===== config.mk =====
export PLATFORM = sky130hd
export DESIGN_NAME = rhwh_top
export DESIGN_NICKNAME = d
export VERILOG_FILES = /design/src/pkg/rhwh_pkg.sv /design/src/rhwh_top.sv /design/src/rhwh_write_sched.sv
export SDC_FILE = /design/constraint.sdc
export NUM_CORES = 2
export LEC_CHECK = 0
export CAP_MARGIN = 20
export CORE_MARGIN = 10
export CORE_UTILIZATION = 27
export CTS_CLUSTER_DIAMETER = 80
export DETAILED_ROUTE_END_ITERATION = 8
export DONT_BUFFER_PORTS = 1
export HOLD_SLACK_MARGIN = 0.02
export PLACE_DENSITY = 0.43
export SLEW_MARGIN = 20
export SYNTH_ARGS = -nofsm -noshare
export SYNTH_HDL_FRONTEND = slang
export SYNTH_SLANG_ARGS = --single-unit

===== constraint.sdc =====
create_clock -name i_core_clk -period 62.3 [get_ports i_core_clk]
set_clock_uncertainty 0.15 [all_clocks]
set_input_delay 0 -clock i_core_clk [delete_from_list [all_inputs] [get_ports i_core_clk]]
set_output_delay 0 -clock i_core_clk [all_outputs]
set_load 0.02 [all_outputs]

===== src/pkg/rhwh_pkg.sv =====
// Constants and types for the ring health and write handshake register bank.
// Assumes one core clock; the polling engine and the backplane port run on it.
// Notes on behaviour
// - Backplane exchanges 32 input, 32 output words
// - At most 14 slaves, registers 8/9 only
// - Polling identical in both modes; presentation differs
// - After boot, set status bit 15
// - Seeing bit 16 low: clear 15, set 16
// - Status bit 14 shows ring broken
// - Eight health words per port, port 1 first
// - Then polled entry, status, two scan times
// - Cut ring: valve healthy on reaching port
// - Bit 16 is lsb, bit 1 msb
// - Write all setpoints, then only changes
package rhwh_pkg;
    localparam int WORDS = 32;
    localparam int SLAVES = 14;
    localparam int ENTRIES = 128;
    localparam int HEALTH_WORDS = 8;
    // Input word index, scanner presentation
    localparam logic [4:0] SCN_LAST_ENTRY = 5'h10;
    localparam logic [4:0] SCN_STATUS = 5'h11;
    localparam logic [4:0] SCN_PRI_SCAN = 5'h12;
    localparam logic [4:0] SCN_SEC_SCAN = 5'h13;
    // Input word index, backplane I/O presentation
    localparam logic [4:0] IO_STATUS = 5'h00;
    localparam logic [4:0] IO_LAST_ENTRY = 5'h01;
    localparam logic [4:0] IO_PORT1_MAP = 5'h02;
    localparam logic [4:0] IO_PORT2_MAP = 5'h03;
    localparam logic [4:0] IO_VALVE_BASE = 5'h04;
    // Output word index from the controller
    localparam logic [4:0] OUT_WRITE_ENABLE = 5'h00;
    localparam logic [4:0] OUT_SETPOINT_BASE = 5'h04;
    // Status bit positions, numbered 1..16 with 16 the lsb
    localparam int STAT_RING_BROKEN = 14;
    localparam int STAT_WAITING = 15;
    localparam int STAT_ACK = 16;
    localparam int WE_BIT = 16;
    localparam logic [15:0] WORD_RESET = 16'h0000;
    typedef enum logic [1:0] {
        RHWH_WAIT_LOW,
        RHWH_WAIT_HIGH,
        RHWH_ENABLED
    } rhwh_hs_type;
endpackage


===== src/rhwh_top.sv =====
// Ring health and write handshake register bank facing the controller backplane.
// Assumes the polling engine and backplane port share i_core_clk; the mode switch is a pin.
`timescale 1ns/100ps
module rhwh_top (
    // Clock and reset
    input wire logic i_core_clk,
    input wire logic i_resetn,
    // Mode switch pin, high selects backplane I/O presentation
    input wire logic i_memory_protect_switch_position,
    // Controller writes its output words
    input wire logic i_out_wr,
    input wire logic [4:0] i_out_addr,
    input wire logic [15:0] i_out_data,
    // Controller reads input words
    input wire logic [4:0] i_in_addr,
    output logic [15:0] o_in_data,
    // Polling engine results
    input wire logic i_poll_valid,
    input wire logic i_poll_port,
    input wire logic [6:0] i_poll_entry,
    input wire logic i_poll_ok,
    input wire logic i_ring_broken,
    input wire logic [15:0] i_pri_scan_time,
    input wire logic [15:0] i_sec_scan_time,
    // Valve registers 8 and 9 from a poll
    input wire logic i_valve_valid,
    input wire logic [3:0] i_valve_slave,
    input wire logic [15:0] i_valve_pos,
    input wire logic [15:0] i_valve_stat,
    // Valve write commands
    input wire logic i_cmd_ready,
    output logic o_cmd_valid,
    output logic [3:0] o_cmd_slave,
    output logic [15:0] o_cmd_data,
    // Indicators
    output logic o_writes_enabled,
    output logic o_io_mode
);
    import rhwh_pkg::*;

    typedef struct packed {
        rhwh_hs_type hs;
        logic [1:0] mode_sync;
        logic ring_broken;
        logic [6:0] last_entry;
        logic [15:0] pri_scan;
        logic [15:0] sec_scan;
        logic [1:0][ENTRIES-1:0] health;
        logic [SLAVES-1:0][15:0] valve_pos;
        logic [SLAVES-1:0][15:0] valve_stat;
        logic [WORDS-1:0][15:0] out_words;
        logic [15:0] in_data;
        logic writes_enabled;
    } rhwh_bank_type;

    rhwh_bank_type cur;
    rhwh_bank_type next_cur;
    logic [1:0] rst_sync;
    logic rst_n;
    logic [15:0] status_word;
    logic [SLAVES-1:0][15:0] setpoints;

    // Bit n of a word, counted 1..16 from the msb, sits at index 16-n
    function automatic int bit_index(input int n);
        return 16 - n;
    endfunction

    // Only word 0 of each port reaches the I/O map; the other words are scanner-only
    // Health word w of a port: entry 16w+1 in the msb
    function automatic logic [15:0] health_word(input logic [ENTRIES-1:0] map, input int w);
        logic [15:0] word;
        word = WORD_RESET;
        for (int k = 0; k < 16; k++) begin
            word[bit_index(k + 1)] = map[16 * w + k];
        end
        return word;
    endfunction

    // Reset release through two flops so deassertion is clean
    always_ff @(posedge i_core_clk or negedge i_resetn) begin
        if (!i_resetn) begin
            rst_sync <= 2'b00;
        end else begin
            rst_sync <= {rst_sync[0], 1'b1};
        end
    end
    assign rst_n = rst_sync[1];

    // Status word is shared by both presentations
    always_comb begin
        status_word = WORD_RESET;
        status_word[bit_index(STAT_WAITING)] = (cur.hs == RHWH_WAIT_LOW);
        status_word[bit_index(STAT_ACK)] = (cur.hs != RHWH_WAIT_LOW);
        status_word[bit_index(STAT_RING_BROKEN)] = cur.ring_broken;
    end

    // Setpoints for slave s live in consecutive controller words
    always_comb begin
        for (int s = 0; s < SLAVES; s++) begin
            setpoints[s] = cur.out_words[int'(OUT_SETPOINT_BASE) + s];
        end
    end

    // Next state of the whole bank, including the registered read word
    always_comb begin
        logic ctl_we;
        logic we_low_seen;
        int vi;
        ctl_we = 1'b0;
        we_low_seen = 1'b0;
        vi = 0;
        next_cur = cur;
        // Mode pin crosses in through two flops before any decode reads it
        next_cur.mode_sync = {cur.mode_sync[0], i_memory_protect_switch_position};
        // Polling engine levels share the core clock, so a plain copy is enough
        next_cur.ring_broken = i_ring_broken;
        next_cur.pri_scan = i_pri_scan_time;
        next_cur.sec_scan = i_sec_scan_time;
        // Backplane output words; address width caps the exchange at 32
        if (i_out_wr) begin
            next_cur.out_words[i_out_addr] = i_out_data;
        end
        // Write-enable bit of the controller's first word, bit 16 counted from the msb
        ctl_we = cur.out_words[OUT_WRITE_ENABLE][bit_index(WE_BIT)];
        // Only a real write with the bit low counts; the cleared copy left by reset must not
        // skip the waiting step while the controller still holds its bit high
        we_low_seen = i_out_wr && i_out_addr == OUT_WRITE_ENABLE && !i_out_data[bit_index(WE_BIT)];
        // Polling results land the same way in either mode
        if (i_poll_valid) begin
            next_cur.last_entry = i_poll_entry;
            next_cur.health[i_poll_port][i_poll_entry] = i_poll_ok;
        end
        // Slaves past the fourteenth are dropped rather than aliased
        if (i_valve_valid && i_valve_slave < 4'(SLAVES)) begin
            next_cur.valve_pos[i_valve_slave] = i_valve_pos;
            next_cur.valve_stat[i_valve_slave] = i_valve_stat;
        end
        // Handshake; a dropped enable bit asks for a fresh raise
        unique case (cur.hs)
            RHWH_WAIT_LOW: begin
                if (we_low_seen) begin
                    next_cur.hs = RHWH_WAIT_HIGH;
                end
            end
            RHWH_WAIT_HIGH: begin
                if (ctl_we) begin
                    next_cur.hs = RHWH_ENABLED;
                end
            end
            RHWH_ENABLED: begin
                if (!ctl_we) begin
                    next_cur.hs = RHWH_WAIT_HIGH;
                end
            end
        endcase
        // Taken from the next state so the indicator lands with the state change
        next_cur.writes_enabled = (next_cur.hs == RHWH_ENABLED);
        // Registered read of the input word map
        // Words outside either map read as zero
        next_cur.in_data = WORD_RESET;
        if (cur.mode_sync[1]) begin
            if (i_in_addr == IO_STATUS) begin
                next_cur.in_data = status_word;
            end else if (i_in_addr == IO_LAST_ENTRY) begin
                next_cur.in_data = {9'h000, cur.last_entry};
            end else if (i_in_addr == IO_PORT1_MAP) begin
                next_cur.in_data = health_word(cur.health[0], 0);
            end else if (i_in_addr == IO_PORT2_MAP) begin
                next_cur.in_data = health_word(cur.health[1], 0);
            end else begin
                // Valve words pair up: even offsets position, odd offsets status
                vi = int'(i_in_addr) - int'(IO_VALVE_BASE);
                if (vi >= 0 && vi < 2 * SLAVES) begin
                    next_cur.in_data = vi[0] ? cur.valve_stat[vi / 2] : cur.valve_pos[vi / 2];
                end
            end
        end else begin
            // Scanner map: sixteen health words, then entry, status and scan times
            if (i_in_addr < 5'(2 * HEALTH_WORDS)) begin
                next_cur.in_data = health_word(cur.health[i_in_addr[3]], int'(i_in_addr[2:0]));
            end else if (i_in_addr == SCN_LAST_ENTRY) begin
                next_cur.in_data = {9'h000, cur.last_entry};
            end else if (i_in_addr == SCN_STATUS) begin
                next_cur.in_data = status_word;
            end else if (i_in_addr == SCN_PRI_SCAN) begin
                next_cur.in_data = cur.pri_scan;
            end else if (i_in_addr == SCN_SEC_SCAN) begin
                next_cur.in_data = cur.sec_scan;
            end
        end
    end

    // Every reset puts the handshake back at the waiting step
    always_ff @(posedge i_core_clk or negedge rst_n) begin
        if (!rst_n) begin
            cur <= '0;
            cur.hs <= RHWH_WAIT_LOW;
        end else begin
            cur <= next_cur;
        end
    end

    // Write scheduler only runs once the handshake is complete
    // Setpoints changed while writes are off are caught by the full sweep on enable
    rhwh_write_sched #(
        .N(SLAVES)
    ) u_sched (
        .i_core_clk(i_core_clk),
        .i_rst_n(rst_n),
        .i_enable(cur.writes_enabled),
        .i_setpoint(setpoints),
        .i_cmd_ready(i_cmd_ready),
        .o_cmd_valid(o_cmd_valid),
        .o_cmd_slave(o_cmd_slave),
        .o_cmd_data(o_cmd_data)
    );

    // Every output comes straight from a register
    assign o_in_data = cur.in_data;
    assign o_writes_enabled = cur.writes_enabled;
    assign o_io_mode = cur.mode_sync[1];
endmodule


===== src/rhwh_write_sched.sv =====
// Valve write scheduler: full setpoint sweep on enable, then change-driven writes.
// Assumes the command sink holds ready while it can take one command.
`timescale 1ns/100ps
module rhwh_write_sched #(
    parameter int N = rhwh_pkg::SLAVES
) (
    // Clock and reset
    input wire logic i_core_clk,
    input wire logic i_rst_n,
    // Control
    input wire logic i_enable,
    input wire logic [N-1:0][15:0] i_setpoint,
    // Command
    input wire logic i_cmd_ready,
    output logic o_cmd_valid,
    output logic [3:0] o_cmd_slave,
    output logic [15:0] o_cmd_data
);
    import rhwh_pkg::*;

    typedef struct packed {
        logic enabled;
        logic [N-1:0] pending;
        logic [N-1:0][15:0] last_sp;
        logic [3:0] ptr;
        logic cmd_valid;
        logic [3:0] cmd_slave;
        logic [15:0] cmd_data;
    } rhwh_sched_type;

    rhwh_sched_type cur;
    rhwh_sched_type next_cur;

    // Issue clears come before change detection so a change in the issue cycle wins
    always_comb begin
        next_cur = cur;
        next_cur.enabled = i_enable;
        if (cur.cmd_valid && i_cmd_ready) begin
            next_cur.cmd_valid = 1'b0;
        end
        if (!i_enable) begin
            next_cur.pending = '0;
            next_cur.cmd_valid = 1'b0;
        end else begin
            if (!next_cur.cmd_valid && cur.pending[cur.ptr]) begin
                next_cur.cmd_valid = 1'b1;
                next_cur.cmd_slave = cur.ptr;
                next_cur.cmd_data = cur.last_sp[cur.ptr];
                next_cur.pending[cur.ptr] = 1'b0;
            end
            next_cur.ptr = (cur.ptr == 4'(N - 1)) ? 4'h0 : cur.ptr + 4'h1;
            for (int s = 0; s < N; s++) begin
                if (!cur.enabled || i_setpoint[s] != cur.last_sp[s]) begin
                    next_cur.pending[s] = 1'b1;
                    next_cur.last_sp[s] = i_setpoint[s];
                end
            end
        end
    end

    // State register
    always_ff @(posedge i_core_clk or negedge i_rst_n) begin
        if (!i_rst_n) begin
            cur <= '0;
        end else begin
            cur <= next_cur;
        end
    end

    assign o_cmd_valid = cur.cmd_valid;
    assign o_cmd_slave = cur.cmd_slave;
    assign o_cmd_data = cur.cmd_data;
endmodule


==> run metrics <==
run status=complete, no violations; PortBufs=0; CTS HTree Levels=4; Ys Warns=0; Critical Path Start Type=primary input; CTS Buf Count=155; setup_tns=0 ns; minimum clock period=6.44 ns; Post-synth EDFFs=0; Syn Inst Count=4282; R2R Setup Slk=58.39 ns; Slew Limit Headroom=21.5%; antenna violations before repair=30; Slew Viols, Final=0; maximum root-to-sink buffer count=3; Synth Cell Area=59000 sq um; TritonCTS clock tree=yes; FFs w/ async S/R, synth=100%; Die W=487 um; maximum VDD drop=0.0261 mV; post-CTS sizing=0; Starting Density=27.2%; vias in the first global route=37700; Bufs and invs on worst path=8; # fillers=21400; fin nets=4499; commonest non-fill, non-tap cells in the layout=1252 x dfrtp_1, 1152 x mux2_2, 228 x nand2_1; setup violators final=0; most used flip-flop cell after synthesis=dfrtp_1; GRT Max-Usage Layer=met2; Hold Violations, Final=0; core footprint=217000 sq um; met2 Usage GRT=23.9%; drt wl/cell=25.3 um; routed wire length=186000 um; root buf cell=clkbuf_16; DRT Pass-1 Iters=5; ANT nets after route=0; share of layout cells above drive strength 1=38.5%; Slew @ Worst Pin=1.16 ns; max_cap viols=0; first-pass GRT wire length=274000 um; die height=487 um; highest clock rate=155 MHz; PwrDens=38.6 nW/um^2; met3 Usage GRT=2.31%; Mean Syn Cell Area=13.8 sq um; clk_lat worst skew=0.82 ns; via count=35900; 1st-iter DRT viols=2445; most used cell along the critical path=dlygate4sd3_1; std cell rows=171; hold path start=i_out_data[5]; crit end category=flip-flop; crit path launch=i_in_addr[0]; crit path cell chain=dlygate4sd3_1, buf_16, inv_1, nor4_1, ha_4, buf_4, buf_4, mux4_2, nand2_1, o311ai_0, dlygate4sd3_1, a31oi_1, dlygate4sd3_1, o22ai_1, dlygate4sd3_1; CP max stage cell=dlygate4sd3_1; total power=2.68 mW; footprint of the multi-input gates=26100 sq um; All-Layer GR Usage=15.5%; period utilization=10.3%; FF+latch area=31400 sq um; register area share after synthesis=53.3%; crit-path max cell delay=0.96 ns; Register-to-Register Path Depth=9; die area=237000 sq um; crit-path max FO=114; Reg clk slew, reported paths=0.06 ns; DRC viols=0; # IOs=150; Worst EP required=62.86 ns; most common cell after layout, fill and taps aside=dfrtp_1; Post-DP HPWL=113000 um; Largest delay share family, worst path=buffers and inverters; Mapped Nets=4400; GRT overflow=0; register bit total from synthesis=1256; Hold/Removal Path Class=primary input to flip-flop; clk sinks=1256; Cell variety after synth=62; WP data arrival=7.00 ns; P&R area growth vs syn=17.6%; Levels on crit path=15; worst r2r src=o_io_mode$_DFF_PN0_; Hold Crit Depth=3; critical path class=primary input to flip-flop; leakage=29.3 nW; largest net degree at the start of global routing=257; met1 Resource Use GR=22.8%; vias per cell=4.88; routability cong.=0.758; RSZ-0062 raised after global routing=no
## cell usage after synthesis (20+ instances only)
| master | n | area, sq um |
|---|---|---|
| dfrtp_1 | 1256 | 31400 |
| mux2_2 | 1152 | 13000 |
| nand2_1 | 229 | 860 |
| xnor2_1 | 225 | 1970 |
| nor2_1 | 216 | 811 |
| clkbuf_1 | 213 | 800 |
| mux4_2 | 202 | 4550 |
| mux2i_1 | 139 | 1390 |
| o21ai_0 | 71 | 355 |
| buf_4 | 48 | 360 |
| buf_2 | 46 | 230 |
| nand4_1 | 44 | 275 |
| a21oi_1 | 34 | 170 |
| nand3_1 | 34 | 170 |
| buf_1 | 32 | 120 |
| nand2b_1 | 28 | 175 |
| o211ai_1 | 27 | 203 |
| a31oi_1 | 20 | 125 |
| and3_1 | 20 | 125 |
## what timing repair did
action,in CTS,in global routing
setup endpoints to repair,0,0
setup buffers,0,0
hold endpoints to repair,1006,14
hold buffers,216,1
## worst paths after layout
check / end
worst max-delay path: o_in_data[7]$_DFF_PN0_
worst min-delay path: cur[134]$_DFFE_PN0P_
worst max register to register: o_in_data[11]$_DFF_PN0_
worst min register to register: rst_sync[1]$_DFF_PN0_
max in group asynchronous: cur[220]$_DFFE_PN0P_
min in group asynchronous: cur[673]$_DFFE_PN0P_
## worst register-to-register path: stages (launching register included)
cell           delay (ns)
dfrtp_1              0.36
buf_4                0.28
or3_1                0.39
dlygate4sd3_1        0.63
o22ai_1              0.18
dlygate4sd3_1        0.62
nor2_1               0.05
dlygate4sd3_1        0.55
o21ai_0              0.08
dlygate4sd3_1        0.57
## report_power, final
part	total (mW)	switching [mW]	leakage, nW	internal (mW)
Sequential	1.16	0.166	16.2	0.993
Clock	0.924	0.383	2.57	0.541
Combinational	0.593	0.266	10.5	0.327
## cell type report
cell class	count	area share (%)
diodes	8	0.0289
clock buffers	222	6.43
clock inverters	57	1.16
inverters	14	0.0758
multi-input cells	2669	37.6
flip-flops and latches	1256	45.3
well taps	2854	5.15
repair buffers	285	4.18
## logic make-up (layout without fill, tap and decap cells)
logic type                 count (synthesis)  after routing  share of synthesized area (%)
DFF                                     1256           1256                           53.3
buffers and inverters                    357            578                           2.73
AOI/OAI and AO/OA                        276            276                           3.13
xor gates and xnor gates                 227            227                           3.37
muxes                                   1504           1504                           32.3
and+or+nand+nor                          654            654                           5.02
other                                      1              9                        0.00636
adders and majority gates                  7              7                          0.149
## state kept, by name, indices dropped and copies added (netlist names)
| name | cells |
|---|---|
| rst_sync | 2 |
| u_sched.cur | 243 |
| u_sched.o_cmd_valid | 1 |
| o_io_mode | 1 |
| u_sched.o_cmd_slave | 4 |
| o_writes_enabled | 1 |
| cur | 972 |
| o_in_data | 16 |
| u_sched.o_cmd_data | 16 |
## per-stage QoR
step	instance area (sq um)	hold slack (ns)	setup WS [ns]	cells	utilization, %
after CTS	69300	0.0219	55.73	7356	31.9
after detailed placement	61700	-0.445	57.61	6861	28.4
after floorplan	59000	-0.446	24.55	4282	-
final	69400	0.0789	55.86	7365	31.9
after global placement	61700	-0.445	57.79	6861	28.4
after global routing	69300	0.0420	55.36	7361	31.9
## layer usage
layer / wire length (um) / share of wire [%]
met2: 84200 / 45
met4: 3600 / 1.9
met3: 6740 / 3.6
met5: 41 / 0.022
met1: 92000 / 49
Note: power is estimated with default switching activity, not from simulation.
